## src/core/bdmac_pkg.sv

```systemverilog
// Constants and types shared by the byte DMA channel configuration block
package bdmac_pkg;

  // ----------------------------------------------------------------
  // Channel geometry
  // ----------------------------------------------------------------
  localparam int BDMAC_NUM_CH = 7;          // Channels 0..6, select code 7 is invalid
  localparam int BDMAC_SEL_W = 3;           // Width of the channel select field
  localparam int BDMAC_BASE_W = 12;         // External RAM base address width
  localparam int BDMAC_OFS_W = 10;          // Address offset / transfer size width
  localparam int BDMAC_FUNC_W = 4;          // Transfer function code width
  localparam int BDMAC_NUM_FUNC = 9;        // Assigned transfer functions
  localparam int BDMAC_BAH_W = 4;           // Writable bits of the base high register
  localparam int BDMAC_AOH_W = 2;           // Writable bits of the offset high register

  // ----------------------------------------------------------------
  // Register addresses on the special-function register port
  // ----------------------------------------------------------------
  localparam logic [7:0] BDMAC_MODE_ADDR = 8'hc7;      // Wrap enable, indirect
  localparam logic [7:0] BDMAC_SEL_ADDR = 8'hc8;       // Channel select
  localparam logic [7:0] BDMAC_CFG_ADDR = 8'hc9;       // Channel configuration
  localparam logic [7:0] BDMAC_BAL_ADDR = 8'hca;       // Base address low
  localparam logic [7:0] BDMAC_BAH_ADDR = 8'hcb;       // Base address high
  localparam logic [7:0] BDMAC_AOL_ADDR = 8'hcc;       // Offset low
  localparam logic [7:0] BDMAC_AOH_ADDR = 8'hcd;       // Offset high
  localparam logic [7:0] BDMAC_SZL_ADDR = 8'hce;       // Transfer size low
  localparam logic [7:0] BDMAC_SZH_ADDR = 8'hcf;       // Transfer size high

  // ----------------------------------------------------------------
  // Configuration register fields
  // ----------------------------------------------------------------
  localparam int BDMAC_CFG_FULL_EN_BIT = 7;  // Full-length interrupt enable
  localparam int BDMAC_CFG_MID_EN_BIT = 6;   // Mid-point interrupt enable
  localparam int BDMAC_CFG_STALL_BIT = 5;    // Stall the channel
  localparam int BDMAC_CFG_ENDIAN_BIT = 4;   // 1 = big endian
  localparam int BDMAC_CFG_FUNC_LSB = 0;     // Function select low bit
  localparam int BDMAC_MODE_WRAP_BIT = 0;    // Wrap enable in the mode register

  // ----------------------------------------------------------------
  // Reset values
  // ----------------------------------------------------------------
  localparam logic [7:0] BDMAC_CFG_RST = 8'h00;
  localparam logic [BDMAC_BASE_W-1:0] BDMAC_BASE_RST = 12'h000;
  localparam logic [BDMAC_OFS_W-1:0] BDMAC_OFS_RST = 10'h000;
  localparam logic [BDMAC_OFS_W-1:0] BDMAC_SIZE_RST = 10'h000;
  localparam logic [BDMAC_SEL_W-1:0] BDMAC_SEL_RST = 3'h0;
  localparam logic BDMAC_WRAP_RST = 1'b0;
  localparam logic [7:0] BDMAC_RDATA_RST = 8'h00;

  // ----------------------------------------------------------------
  // Transfer function codes
  // ----------------------------------------------------------------
  typedef enum logic [BDMAC_FUNC_W-1:0] {
    BDMAC_FN_RAM_TO_ENC = 4'h0,
    BDMAC_FN_ENC_TO_RAM = 4'h1,
    BDMAC_FN_RAM_TO_CRC = 4'h2,
    BDMAC_FN_RAM_TO_SPI = 4'h3,
    BDMAC_FN_SPI_TO_RAM = 4'h4,
    BDMAC_FN_RAM_TO_AES_KEY = 4'h5,
    BDMAC_FN_RAM_TO_AES_BLK = 4'h6,
    BDMAC_FN_RAM_TO_AES_XOR = 4'h7,
    BDMAC_FN_AES_TO_RAM = 4'h8
  } bdmac_func_type;

endpackage

```

## src/core/bdmac_chan_if.sv

```systemverilog
// Interface carrying the active channel's settings to the address generator and back
`timescale 1ns/1ps
interface bdmac_chan_if;
  import bdmac_pkg::*;

  // Settings of the channel the engine is working on
  logic chan_ok;                       // Active channel code is 0..6
  logic byte_done;                     // Engine finished one byte on it
  logic [BDMAC_BASE_W-1:0] base;       // Base address
  logic [BDMAC_OFS_W-1:0] ofs;         // Current offset
  logic [BDMAC_OFS_W-1:0] size;        // Transfer size
  logic wrap;                          // Wrap enable
  logic stall;                         // Stall bit
  logic big_endian;                    // Byte order
  logic full_en;                       // Full-length interrupt enable
  logic mid_en;                        // Mid-point interrupt enable
  logic [BDMAC_FUNC_W-1:0] func;       // Transfer function code
  logic [1:0] width;                   // Bytes per peripheral access
  logic [1:0] index;                   // Byte within the access
  // Results
  logic move_ok;                       // Channel may move data
  logic adv;                           // Offset advances this cycle
  logic [BDMAC_OFS_W-1:0] ofs_nxt;     // Offset after the advance
  logic full_hit;                      // Gated full-length event
  logic mid_hit;                       // Gated mid-point event
  logic [BDMAC_BASE_W-1:0] addr;       // External RAM address
  logic [BDMAC_NUM_FUNC-1:0] target;   // One-hot function target
  logic [1:0] lane;                    // Peripheral byte lane

  modport regs (
    output chan_ok, byte_done, base, ofs, size, wrap, stall, big_endian,
    output full_en, mid_en, func, width, index,
    input move_ok, adv, ofs_nxt, full_hit, mid_hit, addr, target, lane
  );
  modport gen (
    input chan_ok, byte_done, base, ofs, size, wrap, stall, big_endian,
    input full_en, mid_en, func, width, index,
    output move_ok, adv, ofs_nxt, full_hit, mid_hit, addr, target, lane
  );
endinterface

```

## src/core/bdmac_addr_gen.sv

```systemverilog
// Address, offset and event generator for the active DMA channel
`timescale 1ns/1ps
module bdmac_addr_gen
  import bdmac_pkg::*;
(
  bdmac_chan_if.gen ci
);

  logic [BDMAC_OFS_W-1:0] ofs_inc;     // Offset plus one
  logic at_end;                        // Advance reaches the transfer size
  logic func_ok;                       // Function code is assigned

  // ----------------------------------------------------------------
  // Offset stepping and events
  // ----------------------------------------------------------------
  // Combinational; the top registers every result it exposes
  always_comb begin
    ofs_inc = ci.ofs + 10'h001;
    at_end = (ofs_inc == ci.size);
    // Unassigned codes move nothing
    func_ok = (ci.func < 4'(BDMAC_NUM_FUNC));
    // Stalled channel holds still until software clears it
    ci.move_ok = ci.chan_ok && func_ok && !ci.stall;
    ci.adv = ci.byte_done && ci.move_ok;
    if (ci.wrap && at_end) begin
      ci.ofs_nxt = BDMAC_OFS_RST;
    end else begin
      ci.ofs_nxt = ofs_inc;
    end
    ci.full_hit = ci.adv && at_end && ci.full_en;
    ci.mid_hit = ci.adv && (ofs_inc == {1'b0, ci.size[BDMAC_OFS_W-1:1]})
                 && (ci.size[BDMAC_OFS_W-1:1] != 9'h000) && ci.mid_en;
    // Access address is base plus offset, 12-bit wrap
    ci.addr = ci.base + {2'h0, ci.ofs};
  end

  // ----------------------------------------------------------------
  // Function decode and byte lane
  // ----------------------------------------------------------------
  always_comb begin
    ci.target = '0;
    if (ci.move_ok) begin
      ci.target[ci.func] = 1'b1;
    end
    // Single-byte accesses always use lane 0, whatever the order bit
    if (ci.width <= 2'h1) begin
      ci.lane = 2'h0;
    end else if (ci.big_endian) begin
      ci.lane = ci.width - 2'h1 - ci.index;
    end else begin
      ci.lane = ci.index;
    end
  end

endmodule

```

## src/core/bdmac_top.sv

```systemverilog
// Byte DMA channel configuration registers and address generation
//
// Overview of operation
// - Config bit 7 enables full-length interrupt
// - Config bit 6 enables mid-point interrupt
// - Config bit 5 stalls channel until cleared
// - Config bit 4 picks little or big endian
// - Byte order ignored for single-byte transfers
// - Config bits 3:0 pick transfer function
// - Codes 0,1: RAM to/from encoder registers
// - Codes 2,3,4: CRC in, SPI out/in
// - Codes 5-7 AES inputs, 8 AES output
// - Base high holds address bits 11:8
// - Base low holds address bits 7:0
// - Access address is base plus offset
// - Offset high holds offset bits 9:8
// - Offset increments after every transferred byte
// - Unused upper bits read zero, ignore writes
// - Indirect registers reach the selected channel
// - All configuration fields reset to zero
// - Select codes 0-6 valid, 7 invalid
// - Full-length event when offset equals size
// - Wrap returns offset to zero at end
`timescale 1ns/1ps
module bdmac_top
  import bdmac_pkg::*;
(
  input wire logic CLK_SYS_I,
  input wire logic RST_I,
  input wire logic [7:0] SFR_ADDR_I,
  input wire logic SFR_WR_I,
  input wire logic SFR_RD_I,
  input wire logic [7:0] SFR_WDATA_I,
  input wire logic [BDMAC_SEL_W-1:0] XFER_CH_I,
  input wire logic XFER_BYTE_I,
  input wire logic [1:0] XFER_WIDTH_I,
  input wire logic [1:0] XFER_INDEX_I,
  output logic [7:0] SFR_RDATA_O,
  output logic [BDMAC_BASE_W-1:0] RAM_ADDR_O,
  output logic [BDMAC_NUM_FUNC-1:0] FUNC_SEL_O,
  output logic [1:0] BYTE_LANE_O,
  output logic XFER_OK_O,
  output logic FULL_IRQ_O,
  output logic MID_IRQ_O,
  output logic [BDMAC_NUM_CH-1:0] CH_STALL_O
);

  // ----------------------------------------------------------------
  // Storage
  // ----------------------------------------------------------------
  logic [BDMAC_SEL_W-1:0] sel_r;                    // Channel select
  logic [7:0] cfg_r [BDMAC_NUM_CH];                 // Per-channel configuration
  logic [BDMAC_BASE_W-1:0] base_r [BDMAC_NUM_CH];   // Per-channel base address
  logic [BDMAC_OFS_W-1:0] ofs_r [BDMAC_NUM_CH];     // Per-channel offset
  logic [BDMAC_OFS_W-1:0] size_r [BDMAC_NUM_CH];    // Per-channel transfer size
  logic [BDMAC_NUM_CH-1:0] wrap_r;                  // Per-channel wrap enable
  logic [7:0] rdata_r;                              // Read data holding register
  logic [7:0] rdata_nxt;                            // Read data mux
  logic [BDMAC_BASE_W-1:0] addr_r;                  // Registered RAM address
  logic [BDMAC_NUM_FUNC-1:0] target_r;              // Registered function target
  logic [1:0] lane_r;                               // Registered byte lane
  logic ok_r;                                       // Registered move permission
  logic full_r;                                     // Full-length pulse
  logic mid_r;                                      // Mid-point pulse
  logic [BDMAC_NUM_CH-1:0] stall_r;                 // Stall bits, mirrored

  logic sel_ok;                                     // Select names a real channel
  logic [BDMAC_SEL_W-1:0] sel_idx;                  // Safe index for the select
  logic act_ok;                                     // Engine channel is real
  logic [BDMAC_SEL_W-1:0] act_idx;                  // Safe index for the engine

  bdmac_chan_if ci ();                              // Link to the address generator

  // ----------------------------------------------------------------
  // Channel indexing
  // ----------------------------------------------------------------
  // Code 7 is never used as an array index; it falls back to 0 but is masked
  always_comb begin
    sel_ok = (sel_r < 3'(BDMAC_NUM_CH));
    sel_idx = sel_ok ? sel_r : BDMAC_SEL_RST;
    act_ok = (XFER_CH_I < 3'(BDMAC_NUM_CH));
    // Engine code 7 means idle; its fallback index is never acted on
    act_idx = act_ok ? XFER_CH_I : BDMAC_SEL_RST;
  end

  // ----------------------------------------------------------------
  // Channel select register
  // ----------------------------------------------------------------
  always_ff @(posedge CLK_SYS_I) begin
    if (RST_I) begin
      sel_r <= BDMAC_SEL_RST;
    end else if (SFR_WR_I && (SFR_ADDR_I == BDMAC_SEL_ADDR)) begin
      // Code 7 is kept as written; indirect access is then blocked
      sel_r <= SFR_WDATA_I[BDMAC_SEL_W-1:0];
    end
  end

  // ----------------------------------------------------------------
  // Per-channel indirect registers
  // ----------------------------------------------------------------
  // Writes only reach the channel named by the select register; with
  // select code 7 every indirect write is dropped
  for (genvar g = 0; g < BDMAC_NUM_CH; g++) begin : g_ch
    logic wr_ch;                                    // Indirect write to this channel
    logic hw_adv;                                   // Engine advances this channel
    assign wr_ch = SFR_WR_I && sel_ok && (sel_r == 3'(g));
    assign hw_adv = ci.adv && (act_idx == 3'(g));

    // Configuration byte
    always_ff @(posedge CLK_SYS_I) begin
      if (RST_I) begin
        cfg_r[g] <= BDMAC_CFG_RST;
      end else if (wr_ch && (SFR_ADDR_I == BDMAC_CFG_ADDR)) begin
        cfg_r[g] <= SFR_WDATA_I;
      end
    end

    // Base address, low byte and four high bits
    always_ff @(posedge CLK_SYS_I) begin
      if (RST_I) begin
        base_r[g] <= BDMAC_BASE_RST;
      end else if (wr_ch && (SFR_ADDR_I == BDMAC_BAL_ADDR)) begin
        base_r[g][7:0] <= SFR_WDATA_I;
      end else if (wr_ch && (SFR_ADDR_I == BDMAC_BAH_ADDR)) begin
        // Upper nibble of the write is discarded
        base_r[g][BDMAC_BASE_W-1:8] <= SFR_WDATA_I[BDMAC_BAH_W-1:0];
      end
    end

    // Offset: a software write beats an engine advance in the same cycle
    // The engine may lose that byte; software owns the restart
    always_ff @(posedge CLK_SYS_I) begin
      if (RST_I) begin
        ofs_r[g] <= BDMAC_OFS_RST;
      end else if (wr_ch && (SFR_ADDR_I == BDMAC_AOL_ADDR)) begin
        ofs_r[g][7:0] <= SFR_WDATA_I;
      end else if (wr_ch && (SFR_ADDR_I == BDMAC_AOH_ADDR)) begin
        ofs_r[g][BDMAC_OFS_W-1:8] <= SFR_WDATA_I[BDMAC_AOH_W-1:0];
      end else if (hw_adv) begin
        ofs_r[g] <= ci.ofs_nxt;
      end
    end

    // Transfer size
    always_ff @(posedge CLK_SYS_I) begin
      if (RST_I) begin
        size_r[g] <= BDMAC_SIZE_RST;
      end else if (wr_ch && (SFR_ADDR_I == BDMAC_SZL_ADDR)) begin
        size_r[g][7:0] <= SFR_WDATA_I;
      end else if (wr_ch && (SFR_ADDR_I == BDMAC_SZH_ADDR)) begin
        size_r[g][BDMAC_OFS_W-1:8] <= SFR_WDATA_I[BDMAC_AOH_W-1:0];
      end
    end

    // Wrap enable; the other mode bits are dropped
    // Only bit 0 is stored per channel
    always_ff @(posedge CLK_SYS_I) begin
      if (RST_I) begin
        wrap_r[g] <= BDMAC_WRAP_RST;
      end else if (wr_ch && (SFR_ADDR_I == BDMAC_MODE_ADDR)) begin
        wrap_r[g] <= SFR_WDATA_I[BDMAC_MODE_WRAP_BIT];
      end
    end
  end

  // ----------------------------------------------------------------
  // Register read mux
  // ----------------------------------------------------------------
  // Unmapped addresses, and indirect registers under an invalid select, read as zero
  always_comb begin
    rdata_nxt = 8'h00;
    case (SFR_ADDR_I)
      BDMAC_SEL_ADDR: begin
        rdata_nxt = {5'h00, sel_r};
      end
      BDMAC_CFG_ADDR: begin
        if (sel_ok) rdata_nxt = cfg_r[sel_idx];
      end
      BDMAC_BAL_ADDR: begin
        if (sel_ok) rdata_nxt = base_r[sel_idx][7:0];
      end
      BDMAC_BAH_ADDR: begin
        // Upper nibble always reads zero
        if (sel_ok) rdata_nxt = {4'h0, base_r[sel_idx][BDMAC_BASE_W-1:8]};
      end
      BDMAC_AOL_ADDR: begin
        if (sel_ok) rdata_nxt = ofs_r[sel_idx][7:0];
      end
      BDMAC_AOH_ADDR: begin
        if (sel_ok) rdata_nxt = {6'h00, ofs_r[sel_idx][BDMAC_OFS_W-1:8]};
      end
      BDMAC_SZL_ADDR: begin
        if (sel_ok) rdata_nxt = size_r[sel_idx][7:0];
      end
      BDMAC_SZH_ADDR: begin
        if (sel_ok) rdata_nxt = {6'h00, size_r[sel_idx][BDMAC_OFS_W-1:8]};
      end
      BDMAC_MODE_ADDR: begin
        if (sel_ok) rdata_nxt = {7'h00, wrap_r[sel_idx]};
      end
      default: begin
        rdata_nxt = 8'h00;
      end
    endcase
  end

  // Read data is captured on the read strobe and held until the next one
  // Costs a cycle of latency but keeps the output glitch-free
  always_ff @(posedge CLK_SYS_I) begin
    if (RST_I) begin
      rdata_r <= BDMAC_RDATA_RST;
    end else if (SFR_RD_I) begin
      rdata_r <= rdata_nxt;
    end
  end

  // ----------------------------------------------------------------
  // Active channel feed to the address generator
  // ----------------------------------------------------------------
  always_comb begin
    ci.chan_ok = act_ok;
    ci.byte_done = XFER_BYTE_I;
    ci.base = base_r[act_idx];
    ci.ofs = ofs_r[act_idx];
    ci.size = size_r[act_idx];
    ci.wrap = wrap_r[act_idx];
    ci.stall = cfg_r[act_idx][BDMAC_CFG_STALL_BIT];
    ci.big_endian = cfg_r[act_idx][BDMAC_CFG_ENDIAN_BIT];
    ci.full_en = cfg_r[act_idx][BDMAC_CFG_FULL_EN_BIT];
    ci.mid_en = cfg_r[act_idx][BDMAC_CFG_MID_EN_BIT];
    ci.func = cfg_r[act_idx][BDMAC_CFG_FUNC_LSB +: BDMAC_FUNC_W];
    ci.width = XFER_WIDTH_I;
    ci.index = XFER_INDEX_I;
  end

  bdmac_addr_gen u_gen (
    .ci (ci)
  );

  // ----------------------------------------------------------------
  // Engine-facing outputs
  // ----------------------------------------------------------------
  // Address, target and lane follow the engine's channel one cycle later
  always_ff @(posedge CLK_SYS_I) begin
    if (RST_I) begin
      addr_r <= BDMAC_BASE_RST;
      // Idle: no target, lane 0, nothing may move
      target_r <= '0;
      lane_r <= 2'h0;
      ok_r <= 1'b0;
    end else begin
      // Sampled every edge, so a channel switch shows a cycle later
      addr_r <= ci.addr;
      target_r <= ci.target;
      lane_r <= ci.lane;
      ok_r <= ci.move_ok;
    end
  end

  // Interrupt conditions are single-cycle pulses; flag logic lives elsewhere
  // Enables act before the register, so a disabled
  // channel never leaks a pulse
  always_ff @(posedge CLK_SYS_I) begin
    if (RST_I) begin
      full_r <= 1'b0;
      mid_r <= 1'b0;
    end else begin
      full_r <= ci.full_hit;
      mid_r <= ci.mid_hit;
    end
  end

  // Stall mirror for the transfer sequencer
  // Covers every channel, so a stalled one can be
  // parked before the engine picks it again
  always_ff @(posedge CLK_SYS_I) begin
    if (RST_I) begin
      stall_r <= '0;
    end else begin
      for (int i = 0; i < BDMAC_NUM_CH; i++) begin
        stall_r[i] <= cfg_r[i][BDMAC_CFG_STALL_BIT];
      end
    end
  end

  // ----------------------------------------------------------------
  // Outputs
  // ----------------------------------------------------------------
  // Each output is a plain copy of a flip-flop
  assign SFR_RDATA_O = rdata_r;
  assign RAM_ADDR_O = addr_r;
  assign FUNC_SEL_O = target_r;
  assign BYTE_LANE_O = lane_r;
  assign XFER_OK_O = ok_r;
  assign FULL_IRQ_O = full_r;
  assign MID_IRQ_O = mid_r;
  assign CH_STALL_O = stall_r;

endmodule

```

## config.mk

```make
export PLATFORM = sky130hd
export DESIGN_NAME = bdmac_top
export DESIGN_NICKNAME = d
export VERILOG_FILES = /design/src/core/bdmac_pkg.sv /design/src/core/bdmac_chan_if.sv /design/src/core/bdmac_addr_gen.sv /design/src/core/bdmac_top.sv
export SDC_FILE = /design/constraint.sdc
export NUM_CORES = 1
export LEC_CHECK = 0
export CAP_MARGIN = 30
export CORE_MARGIN = 2
export CORE_UTILIZATION = 30
export DETAILED_ROUTE_END_ITERATION = 10
export DONT_BUFFER_PORTS = 1
export GPL_ROUTABILITY_DRIVEN = 0
export PLACE_DENSITY = 0.45
export RECOVER_POWER = 25
export SYNTH_ARGS = -nofsm -noshare
export SYNTH_HDL_FRONTEND = slang
export SYNTH_SLANG_ARGS = --single-unit
export TNS_END_PERCENT = 10
```

## constraint.sdc

```tcl
create_clock -name CLK_SYS_I -period 7.8 [get_ports CLK_SYS_I]
set_input_delay 0.39 -clock CLK_SYS_I [delete_from_list [all_inputs] [get_ports CLK_SYS_I]]
set_output_delay 0.39 -clock CLK_SYS_I [all_outputs]
set_load 0.01 [all_outputs]
```

### After elaboration in Yosys (flattened, before gate mapping)

Memory sizes are Yosys's and may differ from the RTL's. A register that Yosys moved wholly into a read port is not among the register bits.
Cells that the tools add are included.

* flip-flop bits (word level): 44
* RAM bits: 280
* input port bits: 28
* output and inout bits: 41
* memories kept: 4

* add/subtract/negate cells: 4
* order comparisons: 8
* equal/unequal tests: 23
* multiplexer cells: 287
* bitwise logic cells: 64
* reductions and logical operators: 88

Memories
* base_r: depth 7, bits a word 12, rd ports 2, clocked after Yosys merged registers in 0, write ports 7, RTL line bdmac_top.sv:53 `logic [BDMAC_BASE_W-1:0] base_r [BDMAC_NUM_CH];`
* ofs_r: depth 7, bits a word 10, rd ports 2, clocked after Yosys merged registers in 0, write ports 7, RTL line bdmac_top.sv:54 `logic [BDMAC_OFS_W-1:0] ofs_r [BDMAC_NUM_CH];`
* size_r: depth 7, bits a word 10, rd ports 2, clocked after Yosys merged registers in 0, write ports 7, RTL line bdmac_top.sv:55 `logic [BDMAC_OFS_W-1:0] size_r [BDMAC_NUM_CH];`
* cfg_r: depth 7, bits a word 8, rd ports 9, clocked after Yosys merged registers in 7, write ports 7, RTL line bdmac_top.sv:52 `logic [7:0] cfg_r [BDMAC_NUM_CH];`

Operators by type and width (number)
* 8-bit 2-to-1 mux: 39
* 1-bit 2-to-1 mux: 209
* 1-bit logical AND: 82
* 8-bit equality test, second input constant: 9
* 8-bit one-hot mux with 9 select lines: 1
* 1-bit OR: 63
* 2-bit 2-to-1 mux: 24
* 4-bit 2-to-1 mux: 8
* 3-bit equality test, second input constant: 6
* 12-bit by 10-bit adder with 12-bit output: 1
* 3-bit by 2-bit equality test with 1-bit output, second input constant: 4
* 10-bit by 1-bit adder with 10-bit output, second input constant: 1
* 10-bit equality test: 1
* 10-bit by 9-bit equality test with 1-bit output: 1
* 10-bit 2-to-1 mux: 1
* 9-bit nonzero test: 1
* 3-bit by 4-bit < comparator with 1-bit output, second input constant: 2
* 1-bit binary-select mux with 3-bit select: 2
* 3-bit by 1-bit equality test with 1-bit output, second input constant: 2
* 3-bit logical NOT: 2
* 3-bit < comparator, second input constant: 2
* 3-bit 2-to-1 mux: 2
* 4-bit by 5-bit < comparator with 1-bit output, second input constant: 1
* 1-bit demux with 4-bit select: 1
* 8 further kinds: 9

### Longest topological paths before layout

An unclocked memory read counts as a cell.

* word-level depth: 14
* mapped depth: 25

### Cells and area by module

Synthesis repeated with hierarchy kept, for this count alone.

* cell total of the unflattened synthesis: 1787
* area, all modules: 19811.5 µm²

Modules (own cells, without submodules)
* bdmac_top: instances 1, cells an instance 1585, area an instance 18360.1 µm²
* bdmac_addr_gen: instances 1, cells an instance 202, area an instance 1451.4 µm²

### Worst setup path after synthesis

Ideal clock, no wire load.

* path type: input port to flip-flop
* start point: input port XFER_CH_I[0]
* end point: register addr_r[10], in the netlist RAM_ADDR_O[10]
* data arrival time: 4766 ps
* required time: 7672 ps
* setup slack: 2906 ps
* cell stages on the path: 25
* cells stage by stage: buf_6 buf_12 buf_12 buf_12 buf_12 buf_12 buf_12 buf_2 buf_2 buf_1 buf_2 clkbuf_1 o22ai_1 a22o_1 ha_1 fa_1 a21o_1 a21oi_1 o21bai_1 a21oi_1 o21ai_0 a21oi_1 o21ai_0 xnor2_1 nor2_1

* longest elaborated chain between the ends: 4
* elaborated cells on any way between the ends: 5
* classes of those cells: add/sub: 1; order compare: 1; mux: 1; memory: 2

RTL lines
* from (decl): RTL line bdmac_top.sv:34 `input wire logic [BDMAC_SEL_W-1:0] XFER_CH_I,`
* 3-bit < comparator: RTL line bdmac_top.sv:81 `act_ok = (XFER_CH_I < 3'(BDMAC_NUM_CH));`
* 3-bit 2-to-1 mux *: RTL line bdmac_top.sv:83 `act_idx = act_ok ? XFER_CH_I : BDMAC_SEL_RST;`
* memory 7 x 12 bit / memory 7 x 10 bit (equally long branches)
* 12-bit by 10-bit adder with 12-bit output *: RTL line bdmac_addr_gen.sv:34 `ci.addr = ci.base + {2'h0, ci.ofs};`
* to (signal assigned): RTL line bdmac_top.sv:253 `addr_r <= ci.addr;`
* to (decl): RTL line bdmac_top.sv:59 `logic [BDMAC_BASE_W-1:0] addr_r;`

Every way passes the cells marked *; elsewhere a longest branch is shown, timed or not.
A chain may end at the register's enable or synchronous reset.

==> summary.md <==
| Metric | Value |
|---|---|
| Max Freq | `0.167 GHz` |
| Cell Chain, Critical Path | `inv_1 -> clkbuf_1 -> a21oi_1 -> clkbuf_1 -> nand3_1 -> a22oi_1 -> xor3_1 -> nor4_1 -> nand3_1 -> nor4_2 -> buf_4 -> o32ai_1` |
| Crit Path Class | `in -> reg` |
| Die width | `265 µm` |
| Final Net Count | `1966` |
| Number of global-route vias before repair | `16000` |
| Slew of the pin with the lowest slew margin | `3.05 ns` |
| Worst EP required | `8.07 ns` |
| TritonCTS Buffers | `39` |
| Worst hold path class | `in -> reg` |
| Die H | `265 µm` |
| CP delay by family, top | `buffers and inverters` |
| Mapped Area | `20400 µm²` |
| Total number of vias | `16600` |
| Share of layout cells above drive strength 1 | `9.46%` |
| Syn_area_per_cell | `10.1 µm²` |
| Setup bufs post-CTS | `0` |
| Hpwl dp | `53000 µm` |
| RSZ-0062 raised after global routing | `no` |
| Cell count after synthesis | `2015` |
| Port Buffer Count | `0` |
| Row count | `95` |
| Startpoint Class | `input port` |
| Most used flip-flop cell after synthesis | `edfxtp_1` |
| CP max FO | `99` |
| Async set-or-reset flop fraction in the synthesized netlist | `0%` |
| # diodes | `0` |
| Number of DRC markers in iteration 0 | `1832` |
| Overall power | `4.39 mW` |
| Clock Path Buffers | `3` |
| DRC violations left | `0` |
| Global Route Usage Sum | `22.6%` |
| Clock Latency Late Sink | `0.58 ns` |
| Min cycle time layout | `5.97 ns` |
| Initial Util | `30.3%` |
| Final period util | `76.6%` |
| Post-Syn Nets | `2056` |
| First-pass GRT wire length | `116000 µm` |
| H-tree Lvls | `2` |
| CP Buf/Inv Count | `4` |
| Clk root buf | `clkbuf_16` |
| Post-route setup TNS | `0 ns` |
| Via density | `5.85` |
| GRT Residual Overflow | `0` |
| Seq cells post-synth | `331` |
| Post-route ant nets | `0` |
| Pleak | `8.25 nW` |
| First-pass DRT Iterations | `7` |
| Capturing point of the worst reg2reg path | `ofs_r[3][3]` |
| Critical Path AT | `6.25 ns` |
| Reg-to-reg critical path startpoint | `sel_r[2]` |
| CP startpoint | `XFER_CH_I[1]` |
| Setup-failing EPs final | `0` |
| CTS tree | `built` |
| Reg clk slew, reported paths | `0.06 ns` |
| Antenna violations before repair | `1` |
| Total power divided by cell area | `196 nW/µm²` |
| Layout area overhead | `9.63%` |
| Max-slew violation count | `134` |
| Slew headroom | `-103%` |
| Crit path depth | `12` |
| TritonCTS Sinks | `331` |
| Peak VDD IR | `120 µV` |
| Total Wirelength | `80500 µm` |
| Crit path to | `ofs_r[5][8]` |
| Core area | `67300 µm²` |
| Maxcap violations | `3` |
| Seq/Total Area, Yosys | `46.2%` |
| EDFF count, synth | `280` |
| Slowest cell on crit path | `clkbuf_1` |
| Die ar. | `70100 µm²` |
| Max incr delay on CP | `1.12 ns` |
| Clk_skew | `0.0265 ns` |
| Library cells used by synthesis | `77` |
| Hold Fails Final Rpt | `0` |
| Pin count of the biggest net entering global routing | `193` |
| R2R cell count | `8` |
| R2R Setup Slk | `1.89 ns` |
| Failing checks | `max-capacitance violations, max-slew violations` |
| Io pins | `69` |
| Status | `complete, but fails checks` |
| Ys Warns | `0` |
| Drt wl/cell | `28.5 µm` |
| Crit end category | `flop` |
## cells by family after synthesis
family | synth area share, %
buffers and inverters | 5.40
AO/OA/AOI/OAI | 15.6
adder cells (fa/ha/maj) | 0.834
flip-flops | 46.2
AND/OR/NAND/NOR | 18.1
multiplexers | 11.9
XOR/XNOR | 1.91
## worst min path at each step
stage,to,startpoint,slack [ns],depth (start not counted)
2_1_floorplan,wrap_r[2],wrap_r[2],0.46,2
3_3_place_gp,wrap_r[2],wrap_r[2],0.48,2
3_5_place_dp,wrap_r[0],wrap_r[0],0.48,2
4_1_cts,ofs_r[6][2],SFR_WDATA_I[2],0.001,2
5_1_grt,ofs_r[2][7],SFR_WDATA_I[7],0.009,2
6_report,ofs_r[1][7],SFR_WDATA_I[7],0.01,2
## power by group
part / internal (mW) / total (mW) / switching [mW]
clock network: 1.09 / 1.87 / 0.784
registers: 1.98 / 2.03 / 0.0505
logic: 0.173 / 0.479 / 0.305
total: 3.25 / 4.39 / 1.14
## state kept, by name, indices dropped and copies added (netlist names)
| register | flops |
|---|---|
| FULL_IRQ_O | 1 |
| MID_IRQ_O | 1 |
| base_r | 84 |
| RAM_ADDR_O | 12 |
| SFR_RDATA_O | 8 |
| CH_STALL_O | 7 |
| wrap_r | 7 |
| FUNC_SEL_O | 9 |
| sel_r | 3 |
| BYTE_LANE_O | 2 |
| XFER_OK_O | 1 |
| size_r | 70 |
| ofs_r | 70 |
| cfg_r | 56 |
## layout by cell type, fill, tap and decap left out, types with 34 or more instances in the layout
cell and n:
a21oi_1 98, dfxtp_1 49, o21ai_0 86, nand3_1 69
clkbuf_16 40, nand2_1 204, mux2i_1 136, buf_4 43
nor2b_1 51, edfxtp_1 280, o22ai_1 74, and3_1 172
a211oi_1 34, nor2_1 127, mux4_2 41
## layout make-up
type	instances	area [µm²]
Fill cell	6775	44900
Multi-Input combinational cell	1455	9910
Sequential cell	331	9440
Clock buffer	58	1110
Tap cell	873	1090
Timing Repair Buffer	73	563
Clock inverter	14	164
Inverter	25	93.8
## repair_timing
action                                 in CTS  in global routing
hold buffers                               11                  0
gates resized for setup                     0                  0
endpoints found under the hold margin      54                  0
## routing by layer
metal	track usage, %	vias to the layer above	part of all wire (%)
met5	0	-	0
met4	7.77	0	3.1
met3	2.94	123	7.1
met2	37.2	725	47
met1	30.5	8287	43
li1	-	7424	-
## stage by stage
stage	setup slack [ns]	area, µm²	util [%]	hold slack [ns]	std cells
6_report	1.83	22400	33.2	0.0138	2829
5_1_grt	1.58	22400	33.2	0.00917	2829
2_1_floorplan	2.91	20400	-	0.463	2015
3_5_place_dp	3.12	21000	31.3	0.482	2746
4_1_cts	3.58	22400	33.3	0.00102	2829
3_3_place_gp	3.22	20900	31.1	0.480	2737
## synthesized netlist by cell type, types with 19 or more instances
| cell type | count | area [µm²] |
|---|---|---|
| a211oi_1 | 33 | 248 |
| a21o_1 | 33 | 248 |
| a21oi_1 | 98 | 490 |
| a22o_1 | 19 | 166 |
| a22oi_1 | 19 | 143 |
| and3_1 | 172 | 1080 |
| buf_1 | 27 | 101 |
| buf_2 | 23 | 115 |
| clkbuf_1 | 131 | 492 |
| dfxtp_1 | 51 | 1020 |
| edfxtp_1 | 280 | 8410 |
| inv_1 | 22 | 82.6 |
| mux2i_1 | 136 | 1360 |
| mux4_2 | 41 | 923 |
| nand2_1 | 204 | 766 |
| nand3_1 | 69 | 345 |
| nor2_1 | 131 | 492 |
| nor2b_1 | 51 | 319 |
| nor3_1 | 27 | 135 |
| o21ai_0 | 87 | 435 |
| o22ai_1 | 74 | 463 |
| o41ai_1 | 28 | 245 |
| xnor2_1 | 27 | 236 |
(Power assumes the default switching activity.)
